### src/tsac_defines.svh
`ifndef TSAC_DEFINES_SVH
`define TSAC_DEFINES_SVH

// register byte offsets
`define TSAC_OFF_CFG 12'h000
`define TSAC_OFF_UPPER 12'h004
`define TSAC_OFF_LOWER 12'h008
`define TSAC_OFF_REMOTE 12'h00c
`define TSAC_OFF_LOCAL 12'h010
`define TSAC_OFF_ONESHOT 12'h014
`define TSAC_OFF_STATUS 12'h018

// configuration field positions
`define TSAC_CFG_MASK_BIT 7
`define TSAC_CFG_STANDBY_BIT 6

// status field positions
`define TSAC_STS_BUSY_BIT 0
`define TSAC_STS_STANDBY_BIT 1
`define TSAC_STS_ALERT_BIT 2
`define TSAC_STS_CNT_LSB 8

// reset values
`define TSAC_RST_CFG 8'h00
`define TSAC_RST_UPPER 8'h46
`define TSAC_RST_LOWER 8'h00
`define TSAC_RST_TEMP 8'h00

// timing
`define TSAC_CLK_PERIOD_NS 10
`define TSAC_CONV_TIME_US 10
`define TSAC_CONV_CYCLES ((`TSAC_CONV_TIME_US * 1000 + `TSAC_CLK_PERIOD_NS - 1) / `TSAC_CLK_PERIOD_NS)

`endif

### src/tsac_pkg.sv
package tsac_pkg;

  // conversion sequencer states
  typedef enum logic [0:0] {
    TSAC_IDLE,
    TSAC_CONV
  } tsac_state_t;

  // configuration register layout
  typedef struct packed {
    logic mask;
    logic standby;
    logic [5:0] reserved_bits;
  } tsac_cfg_t;

  // one pair of conversion results, two's complement degrees
  typedef struct packed {
    logic [7:0] remote;
    logic [7:0] internal;
  } tsac_temps_t;

  // alarm window limits
  typedef struct packed {
    logic [7:0] upper;
    logic [7:0] lower;
  } tsac_limits_t;

endpackage

### src/tsac_window_cmp.sv
`timescale 1ns/1ps
// signed window check of one temperature against the limits
module tsac_window_cmp
  import tsac_pkg::*;
(
  input wire logic [7:0] temp_i,
  input wire tsac_limits_t limits_i,
  output logic out_of_window_o
);

  // strict compares: equality with a limit stays quiet
  always_comb begin
    out_of_window_o = ($signed(temp_i) > $signed(limits_i.upper)) ||
                      ($signed(temp_i) < $signed(limits_i.lower));
  end

endmodule

### src/tsac_top.sv
// Decided for this implementation: the APB register port and the register offsets.
`timescale 1ns/1ps
`include "tsac_defines.svh"
// How it works
// alert asserts when remote or internal temperature is above upper or below lower.
// equality with a limit may alert; this design stays quiet on equality.
// standby bit 6 low means continuous back-to-back conversions.
// writing standby bit high aborts a running conversion at once.
// in standby each one-shot command runs exactly one conversion; this design ignores one written while a conversion runs.
// host must not trust one-shot results issued during auto-convert mode.
// mask bit 7 high holds the alert output released.
// host writes zero to reserved bits 5..0 and ignores them on read.
// host should keep auto-convert mode while watching processor temperature.
// alert comparison refreshes after every completed conversion, both modes.
module tsac_top
  import tsac_pkg::*;
(
  input wire logic clk_i,
  input wire logic rstn_i,
  // apb slave
  input wire logic psel_i,
  input wire logic penable_i,
  input wire logic pwrite_i,
  input wire logic [11:0] paddr_i,
  input wire logic [31:0] pwdata_i,
  output logic [31:0] prdata_o,
  output logic pready_o,
  output logic pslverr_o,
  // sensing front end, asynchronous to clk_i
  input wire logic [7:0] remote_temp_i,
  input wire logic [7:0] internal_temp_i,
  // open-drain alert pin
  output logic smbalert_out_o,
  output logic smbalert_oe_o,
  // conversion activity for the front end
  output logic conv_active_o
);

  localparam logic [15:0] CONV_CYCLES = 16'(`TSAC_CONV_CYCLES);

  // address decode shared by read and write paths
  function automatic logic addr_known(input logic [11:0] a);
    begin
      addr_known = (a == `TSAC_OFF_CFG) || (a == `TSAC_OFF_UPPER) || (a == `TSAC_OFF_LOWER) ||
                   (a == `TSAC_OFF_REMOTE) || (a == `TSAC_OFF_LOCAL) ||
                   (a == `TSAC_OFF_ONESHOT) || (a == `TSAC_OFF_STATUS);
    end
  endfunction

  tsac_cfg_t cfg_reg;
  tsac_limits_t limits_reg;
  tsac_temps_t temps_reg;
  tsac_state_t state_reg;
  logic [15:0] cnt_reg;
  logic alert_reg;
  logic [7:0] conv_cnt_reg;
  logic [7:0] remote_s1_reg;
  logic [7:0] remote_s2_reg;
  logic [7:0] internal_s1_reg;
  logic [7:0] internal_s2_reg;
  logic [7:0] remote_s3_reg;
  logic [7:0] internal_s3_reg;
  logic [7:0] remote_held_reg;
  logic [7:0] internal_held_reg;
  logic [31:0] prdata_reg;
  logic pready_reg;
  logic pslverr_reg;
  logic smbalert_oe_reg;
  logic conv_active_reg;

  logic apb_setup;
  logic apb_done;
  logic wr_cfg;
  logic wr_oneshot;
  logic conv_end;
  logic remote_oow;
  logic internal_oow;
  logic [31:0] rd_mux;

  // apb phases; no wait state, yet read data leave a flip-flop
  assign apb_setup = psel_i && !penable_i;
  assign apb_done = psel_i && penable_i && pready_reg;
  assign wr_cfg = apb_done && pwrite_i && (paddr_i == `TSAC_OFF_CFG);
  assign wr_oneshot = apb_done && pwrite_i && (paddr_i == `TSAC_OFF_ONESHOT);
  assign conv_end = (state_reg == TSAC_CONV) && (cnt_reg == CONV_CYCLES - 16'h0001);

  // two-flop synchronisers for the front-end results
  always_ff @(posedge clk_i) begin
    if (!rstn_i) begin
      remote_s1_reg <= 8'h00;
      remote_s2_reg <= 8'h00;
      internal_s1_reg <= 8'h00;
      internal_s2_reg <= 8'h00;
      remote_s3_reg <= 8'h00;
      internal_s3_reg <= 8'h00;
    end else begin
      remote_s1_reg <= remote_temp_i;
      remote_s2_reg <= remote_s1_reg;
      internal_s1_reg <= internal_temp_i;
      internal_s2_reg <= internal_s1_reg;
      remote_s3_reg <= remote_s2_reg;
      internal_s3_reg <= internal_s2_reg;
    end
  end

  // a word is taken only when two settled samples agree, so a reading caught
  // mid-change on its bits never reaches the results; costs two cycles of latency
  always_ff @(posedge clk_i) begin
    if (!rstn_i) begin
      remote_held_reg <= `TSAC_RST_TEMP;
      internal_held_reg <= `TSAC_RST_TEMP;
    end else begin
      if (remote_s2_reg == remote_s3_reg) begin
        remote_held_reg <= remote_s3_reg;
      end
      if (internal_s2_reg == internal_s3_reg) begin
        internal_held_reg <= internal_s3_reg;
      end
    end
  end

  // configuration; reserved bits are never stored, so they read zero
  always_ff @(posedge clk_i) begin
    if (!rstn_i) begin
      cfg_reg <= `TSAC_RST_CFG;
    end else if (wr_cfg) begin
      cfg_reg.mask <= pwdata_i[`TSAC_CFG_MASK_BIT];
      cfg_reg.standby <= pwdata_i[`TSAC_CFG_STANDBY_BIT];
      cfg_reg.reserved_bits <= 6'h00;
    end
  end

  // alarm limits
  always_ff @(posedge clk_i) begin
    if (!rstn_i) begin
      limits_reg.upper <= `TSAC_RST_UPPER;
      limits_reg.lower <= `TSAC_RST_LOWER;
    end else if (apb_done && pwrite_i) begin
      if (paddr_i == `TSAC_OFF_UPPER) begin
        limits_reg.upper <= pwdata_i[7:0];
      end
      if (paddr_i == `TSAC_OFF_LOWER) begin
        limits_reg.lower <= pwdata_i[7:0];
      end
    end
  end

  // conversion sequencer
  // a standby write wins over everything, even a conversion about to finish
  always_ff @(posedge clk_i) begin
    if (!rstn_i) begin
      state_reg <= TSAC_IDLE;
      cnt_reg <= 16'h0000;
    end else if (wr_cfg && pwdata_i[`TSAC_CFG_STANDBY_BIT]) begin
      state_reg <= TSAC_IDLE;
      cnt_reg <= 16'h0000;
    end else begin
      case (state_reg)
        TSAC_IDLE: begin
          cnt_reg <= 16'h0000;
          if (!cfg_reg.standby) begin
            state_reg <= TSAC_CONV;
          end else if (wr_oneshot) begin
            state_reg <= TSAC_CONV;
          end
        end
        TSAC_CONV: begin
          if (conv_end) begin
            cnt_reg <= 16'h0000;
            // auto mode restarts directly, standby returns to idle
            state_reg <= cfg_reg.standby ? TSAC_IDLE : TSAC_CONV;
          end else begin
            cnt_reg <= cnt_reg + 16'h0001;
          end
        end
        default: begin
          state_reg <= TSAC_IDLE;
          cnt_reg <= 16'h0000;
        end
      endcase
    end
  end

  // results latched only when a conversion completes; an aborted one leaves them alone
  always_ff @(posedge clk_i) begin
    if (!rstn_i) begin
      temps_reg.remote <= `TSAC_RST_TEMP;
      temps_reg.internal <= `TSAC_RST_TEMP;
      conv_cnt_reg <= 8'h00;
    end else if (conv_end && !(wr_cfg && pwdata_i[`TSAC_CFG_STANDBY_BIT])) begin
      temps_reg.remote <= remote_held_reg;
      temps_reg.internal <= internal_held_reg;
      conv_cnt_reg <= conv_cnt_reg + 8'h01;
    end
  end

  // one comparator per measured channel
  tsac_window_cmp u_cmp_remote (
    .temp_i(temps_reg.remote),
    .limits_i(limits_reg),
    .out_of_window_o(remote_oow)
  );

  tsac_window_cmp u_cmp_internal (
    .temp_i(temps_reg.internal),
    .limits_i(limits_reg),
    .out_of_window_o(internal_oow)
  );

  // alert state follows the latest results and the current limits
  always_ff @(posedge clk_i) begin
    if (!rstn_i) begin
      alert_reg <= 1'b0;
    end else begin
      alert_reg <= remote_oow || internal_oow;
    end
  end

  // open-drain pin: only ever pulls low, mask releases it
  always_ff @(posedge clk_i) begin
    if (!rstn_i) begin
      smbalert_oe_reg <= 1'b0;
    end else begin
      smbalert_oe_reg <= alert_reg && !cfg_reg.mask;
    end
  end

  // front end told when a conversion window is open
  always_ff @(posedge clk_i) begin
    if (!rstn_i) begin
      conv_active_reg <= 1'b0;
    end else begin
      conv_active_reg <= (state_reg == TSAC_CONV);
    end
  end

  // read mux; write-only one-shot reads zero
  always_comb begin
    rd_mux = 32'h0000_0000;
    case (paddr_i)
      `TSAC_OFF_CFG: rd_mux[7:0] = cfg_reg;
      `TSAC_OFF_UPPER: rd_mux[7:0] = limits_reg.upper;
      `TSAC_OFF_LOWER: rd_mux[7:0] = limits_reg.lower;
      `TSAC_OFF_REMOTE: rd_mux[7:0] = temps_reg.remote;
      `TSAC_OFF_LOCAL: rd_mux[7:0] = temps_reg.internal;
      `TSAC_OFF_STATUS: begin
        rd_mux[`TSAC_STS_BUSY_BIT] = (state_reg == TSAC_CONV);
        rd_mux[`TSAC_STS_STANDBY_BIT] = cfg_reg.standby;
        rd_mux[`TSAC_STS_ALERT_BIT] = alert_reg;
        rd_mux[`TSAC_STS_CNT_LSB +: 8] = conv_cnt_reg;
      end
      default: rd_mux = 32'h0000_0000;
    endcase
  end

  // apb answer: ready in the first cycle of the access phase
  always_ff @(posedge clk_i) begin
    if (!rstn_i) begin
      pready_reg <= 1'b0;
      pslverr_reg <= 1'b0;
      prdata_reg <= 32'h0000_0000;
    end else if (apb_setup) begin
      pready_reg <= 1'b1;
      pslverr_reg <= !addr_known(paddr_i);
      prdata_reg <= pwrite_i ? 32'h0000_0000 : rd_mux;
    end else begin
      pready_reg <= 1'b0;
      pslverr_reg <= 1'b0;
      prdata_reg <= 32'h0000_0000;
    end
  end

  assign prdata_o = prdata_reg;
  assign pready_o = pready_reg;
  assign pslverr_o = pslverr_reg;
  assign smbalert_out_o = 1'b0;
  assign smbalert_oe_o = smbalert_oe_reg;
  assign conv_active_o = conv_active_reg;

endmodule

### config.mk
export PLATFORM = sky130hd
export DESIGN_NAME = tsac_top
export DESIGN_NICKNAME = d
export VERILOG_FILES = /design/src/tsac_pkg.sv /design/src/tsac_window_cmp.sv /design/src/tsac_top.sv
export VERILOG_INCLUDE_DIRS = /design/src
export SDC_FILE = /design/constraint.sdc
export NUM_CORES = 1
export LEC_CHECK = 0
export ABC_AREA = 1
export CAP_MARGIN = 20
export CORE_ASPECT_RATIO = 1.4
export CORE_UTILIZATION = 40
export DETAILED_ROUTE_END_ITERATION = 8
export DONT_BUFFER_PORTS = 1
export PLACE_DENSITY_LB_ADDON = 0.25
export SLEW_MARGIN = 10
export SYNTH_ARGS = -nofsm -noshare
export SYNTH_HDL_FRONTEND = slang
export SYNTH_HIERARCHICAL = 1
export SYNTH_SLANG_ARGS = --single-unit
### constraint.sdc
create_clock -name clk_i -period 3.09 [get_ports clk_i]
set_input_delay 0.4635 -clock clk_i [delete_from_list [all_inputs] [get_ports clk_i]]
set_output_delay 0.4635 -clock clk_i [all_outputs]
set_load 0.05 [all_outputs]
Yosys cells after proc, flatten, opt, wreduce, memory -nomap -nowiden

Cells that the tools add are included.

Output and inout bits: 37
Register bits after elaboration: 160

Reduce and logical (&&, ||, !) cells: 30
Equality and inequality tests: 9
$lt $le $gt $ge: 4
Bitwise gates (word level): 4
Muxes and demuxes: 10
Add/sub/neg operators: 2

Operators by type and width:

| kind                                             | count |
|---|---|
| == test 12 x 5 -> 1 bit (second input constant)  | 3 |
| one-hot mux 16 bit (2 select lines)              | 1 |
| one-hot mux 5 bit (5 select lines)               | 1 |
| == test 12 x 4 -> 1 bit (second input constant)  | 2 |
| adder 16 x 1 -> 16 bit (second input constant)   | 1 |
| == test 16 x 10 -> 1 bit (second input constant) | 1 |
| == test 8 bit                                    | 2 |
| > comparator 8 bit                               | 2 |
| < comparator 8 bit                               | 2 |
| two-way mux 16 bit                               | 1 |
| one-hot mux 3 bit (5 select lines)               | 1 |
| == test 12 x 3 -> 1 bit (second input constant)  | 1 |
| zero test 12 bit                                 | 1 |
| logical AND 1 bit                                | 10 |
| logical OR 1 bit                                 | 9 |
| adder 8 x 1 -> 8 bit (second input constant)     | 1 |
| AND reduction 2 bit                              | 3 |
| two-way mux 1 bit                                | 5 |
| zero test 1 bit                                  | 4 |
| NOT 1 bit                                        | 4 |
| OR reduction 4 bit                               | 1 |
| OR reduction 3 bit                               | 1 |
| one-hot mux 1 bit (2 select lines)               | 1 |
| OR reduction 2 bit                               | 1 |

Longest topological paths before layout

Depth after elaboration: 8
Gate-level depth with buffers: 14

By module

Netlist, hierarchy kept.

By module, submodules not included:

| module          | area an instance (um2) | cells an instance | instances |
|---|---|---|---|
| tsac_top        | 5909.4                 | 790               | 1 |
| tsac_window_cmp | 437.9                  | 75                | 2 |

Least setup slack after synthesis

Ideal clock, no wire load.

Path type: reg2reg
Start point: register pready_reg, in the netlist pready_o
End point: register conv_cnt_reg[5]
Arrival: 1.593 ns
Slack: 1.426 ns
Library setup time: 0.070 ns
Clock period less this slack: 1.664 ns
Data required time: 3.020 ns
Cell stages (with the launch flop): 8
Path buffers: 1
Cells stage by stage: dfxtp_1 -> nand2_1 -> nor2_4 -> nand4_4 -> nand2_4 -> buf_4 -> nand2_1 -> a21oi_1

Longest elaborated chain between the ends: 6

RTL lines:

| element                         | RTL line        | source |
|---|---|---|
| start: declaration              | tsac_top.sv:66  | `logic pready_reg;` |
| start signal: assignment        | tsac_top.sv:259 | `pready_reg <= 1'b0;` |
| start signal: assignment        | tsac_top.sv:263 | `pready_reg <= 1'b1;` |
| start signal: assignment        | tsac_top.sv:267 | `pready_reg <= 1'b0;` |
| logical AND 1 bit               | tsac_top.sv:82  | `assign apb_done = psel_i && penable_i && pready_reg;` |
| logical AND 1 bit (2 in series) | tsac_top.sv:83  | `` assign wr_cfg = apb_done && pwrite_i && (paddr_i == `TSAC_OFF_CFG); `` |
| logical AND 1 bit               | tsac_top.sv:190 | `` end else if (conv_end && !(wr_cfg && pwdata_i[`TSAC_CFG_STANDBY_BIT])) begin `` |
| zero test 1 bit                 | tsac_top.sv:190 |  |
| logical AND 1 bit               | tsac_top.sv:190 |  |
| end signal: assignment          | tsac_top.sv:193 | `conv_cnt_reg <= conv_cnt_reg + 8'h01;` |
| end: declaration                | tsac_top.sv:56  | `logic [7:0] conv_cnt_reg;` |

Every way passes these cells.
A chain may end at the register's enable or synchronous reset.

Worst setup path in the final report

Start point: register cnt_reg[0]
End point: register temps_reg[1] (netlist name)

Longest elaborated chain between the ends: 3

RTL lines:

| element                  | RTL line        | source |
|---|---|---|
| start: declaration       | tsac_top.sv:54  | `logic [15:0] cnt_reg;` |
| start signal: assignment | tsac_top.sv:173 | `cnt_reg <= cnt_reg + 16'h0001;` |
| == test 16 x 10 -> 1 bit | tsac_top.sv:85  | `assign conv_end = (state_reg == TSAC_CONV) && (cnt_reg == CONV_CYCLES - 16'h0001);` |
| logical AND 1 bit        | tsac_top.sv:85  |  |
| logical AND 1 bit        | tsac_top.sv:190 |  |
| end: declaration         | tsac_top.sv:52  | `tsac_temps_t temps_reg;` |

Every way passes these cells.

==> run metrics <==
status=finished, violations left; failing checks=DRC; worst r2r src=cnt_reg[0]; Power Density=546 nW/µm²; CP startpoint kind=flip-flop; Die W=112 µm; final setup skew=8.92 ps; maximum clock insertion buffer count=2; worst rel slew slack=39.4%; initial antenna violation count=0; #FFs+latches synth=144; via/cell ratio=4.64; Final Wtd Congestion=0.883; Placed Area=6860 µm²; number of global-route vias before repair=5000; Pleak=3.43 nW; FP Rows=56; Clock transition at path regs=60 ps; hold violation count in the final report=0; count of cell types in the netlist=34; pin count of the biggest net entering global routing=86; Synth Warn #=6; final WL=13700 µm; H-tree depth=4; maximum vdd drop=399 µV; # clock sinks=144; register area=2880 µm²; synth top area cells=dfxtp_1 (42%), nand2_1 (12%), inv_1 (8.7%); Post-DRT Antenna Nets=0; Routed WL per cell=11.9 µm; Post-Syn Instances=940; post-synthesis average cell area=7.22 µm²; GRT Residual Overflow=0; Worst Path Arrival=2350 ps; Slew @ Worst Pin=906 ps; R2R setup slack=1030 ps; CTS Buf Count=17; Die Ht=156 µm; detailed placer's ending HPWL=9800 µm; CP endpoint=temps_reg[1]; final setup violation count=0; Reg-to-Reg End=temps_reg[1]; CP Launch Point=cnt_reg[0]; Final Critical Period=2060 ps; Fmax achieved=485 MHz; max-slew violations=0; CP max FO=25; fill count=1703; fin area=7430 µm²; post-synth design cell area=6790 µm²; hold buffer count at CTS=0; IO Port Bufs=0; multi-input logic area=3050 µm²; global-route wire length before repair=23600 µm; post-synth top area share=42.5%; worst path required time=3380 ps; Detailed Route Iter0 Violations=283; maxcap violations=0; Area Overhead vs Synth=9.44%; I/O pin count=102; DR DRC count=3; Nets=1034; Post-Route Setup TNS=0 ps; Clock Latency Late Sink=430 ps; fraction of layout cells with a size suffix above 1=6.63%; diodes inserted=0; DIE AREA=17500 µm²; CP endpoint kind=flip-flop; DR vias=5349; CP Class=reg -> reg; root buf cell=clkbuf_16; sequential share of the synthesized area=42.5%; Final period util=66.7%; # Post-CTS Setup Buffers=0; Starting Density=40.7%; FF-to-FF path depth=8; PostCTS Resize Cnt=0; GRT Total Usage=17.0%; Core Region=16700 µm²; CTS tree=built; RSZ-0062 raised after global routing=no; Yosys top cell by area=dfxtp_1; drt first pass iters=7; worst min path class=in -> reg
[logic make-up after synthesis]
kind of cell	count (synthesis)	synth area share, %
adder cells (fa/ha/maj)	32	5.90
flip-flops	144	42.5
AND/OR/NAND/NOR	443	28.5
other	1	0.0553
AO/OA/AOI/OAI	85	6.42
buffers and inverters	210	13.4
XOR/XNOR	25	3.23
[metal layers]
layer	vias up	track usage [%]	share of wire, %
met4	0	9.52	3.5
met5	-	0	0
met3	31	4.08	3.4
li1	2879	-	-
met1	2329	19.4	44
met2	110	29.2	49
[cell usage after synthesis, drive strengths merged]
library cell and n:
nand2 212, inv 164, dfxtp 144, nor2 112
nand3 82, a21oi 58, buf 37, ha 32
o21ai 23, nand4 21, xor2 15, nor3 11
xnor2 10, clkbuf 9, a21o 2, o21a 2
or2 2, and2 1, conb 1, nand3b 1
nor4 1
[cells in the final DEF (no fill, tap or decap), types with 3 or more instances in the layout]
cell	instances
buf_4	8
dfxtp_1	144
clkbuf_16	17
o21ai_0	21
inv_6	8
xnor2_1	10
ha_1	32
nand2_1	210
conb_1	17
nand4_1	20
nor2_1	104
a21oi_1	58
nor2_2	5
inv_1	158
xor2_1	15
nand3_1	80
nor2_4	3
inv_2	6
nor3_1	9
[area by class of cell]
type / count / share of cell area [%]
Sequential cell: 144 / 38.8
Clock buffer: 18 / 5.91
Inverter: 164 / 8.29
Clock inverter: 14 / 1.67
Timing Repair Buffer: 8 / 0.809
Multi-Input combinational cell: 602 / 41.1
Tap cell: 203 / 3.42
[worst min path at each step]
stage / cells past startpoint / endpoint / from
after floorplan: 2 / internal_s2_reg[0] / internal_s1_reg[0]
after global placement: 2 / internal_s2_reg[4] / internal_s1_reg[4]
after detailed placement: 2 / internal_s2_reg[5] / internal_s1_reg[5]
after CTS: 1 / limits_reg[10] / rstn_i
after global routing: 1 / limits_reg[9] / rstn_i
final: 1 / limits_reg[10] / rstn_i
[worst max-delay path, stage by stage (launching register included)]
cell and delay, ps:
dfxtp_1 370, ha_1 250, nand3_1 110, nor2_1 140
nand2_1 100, nor2_4 480, nand2_4 280, nand2_1 130
a21oi_1 70
[stage by stage]
stage               utilization [%]  power, W  setup slack (ps)  instances  hold WS, ps
finish                         44.5   0.00405              1030       1153          129
global route                   44.5   0.00423               794       1153          114
CTS                            44.5   0.00411               972       1153          117
detailed placement             41.2   0.00218              1010       1121          395
global placement               41.2   0.00217              1030       1121          396
floorplan                         -   0.00218              1430        956          390
[report_power, final]
part	switching (W)	internal [W]
Combinational	0.000133	0.0000547
Clock	0.000849	0.00107
Sequential	0.0000328	0.00191
(Power assumes the default switching activity.)
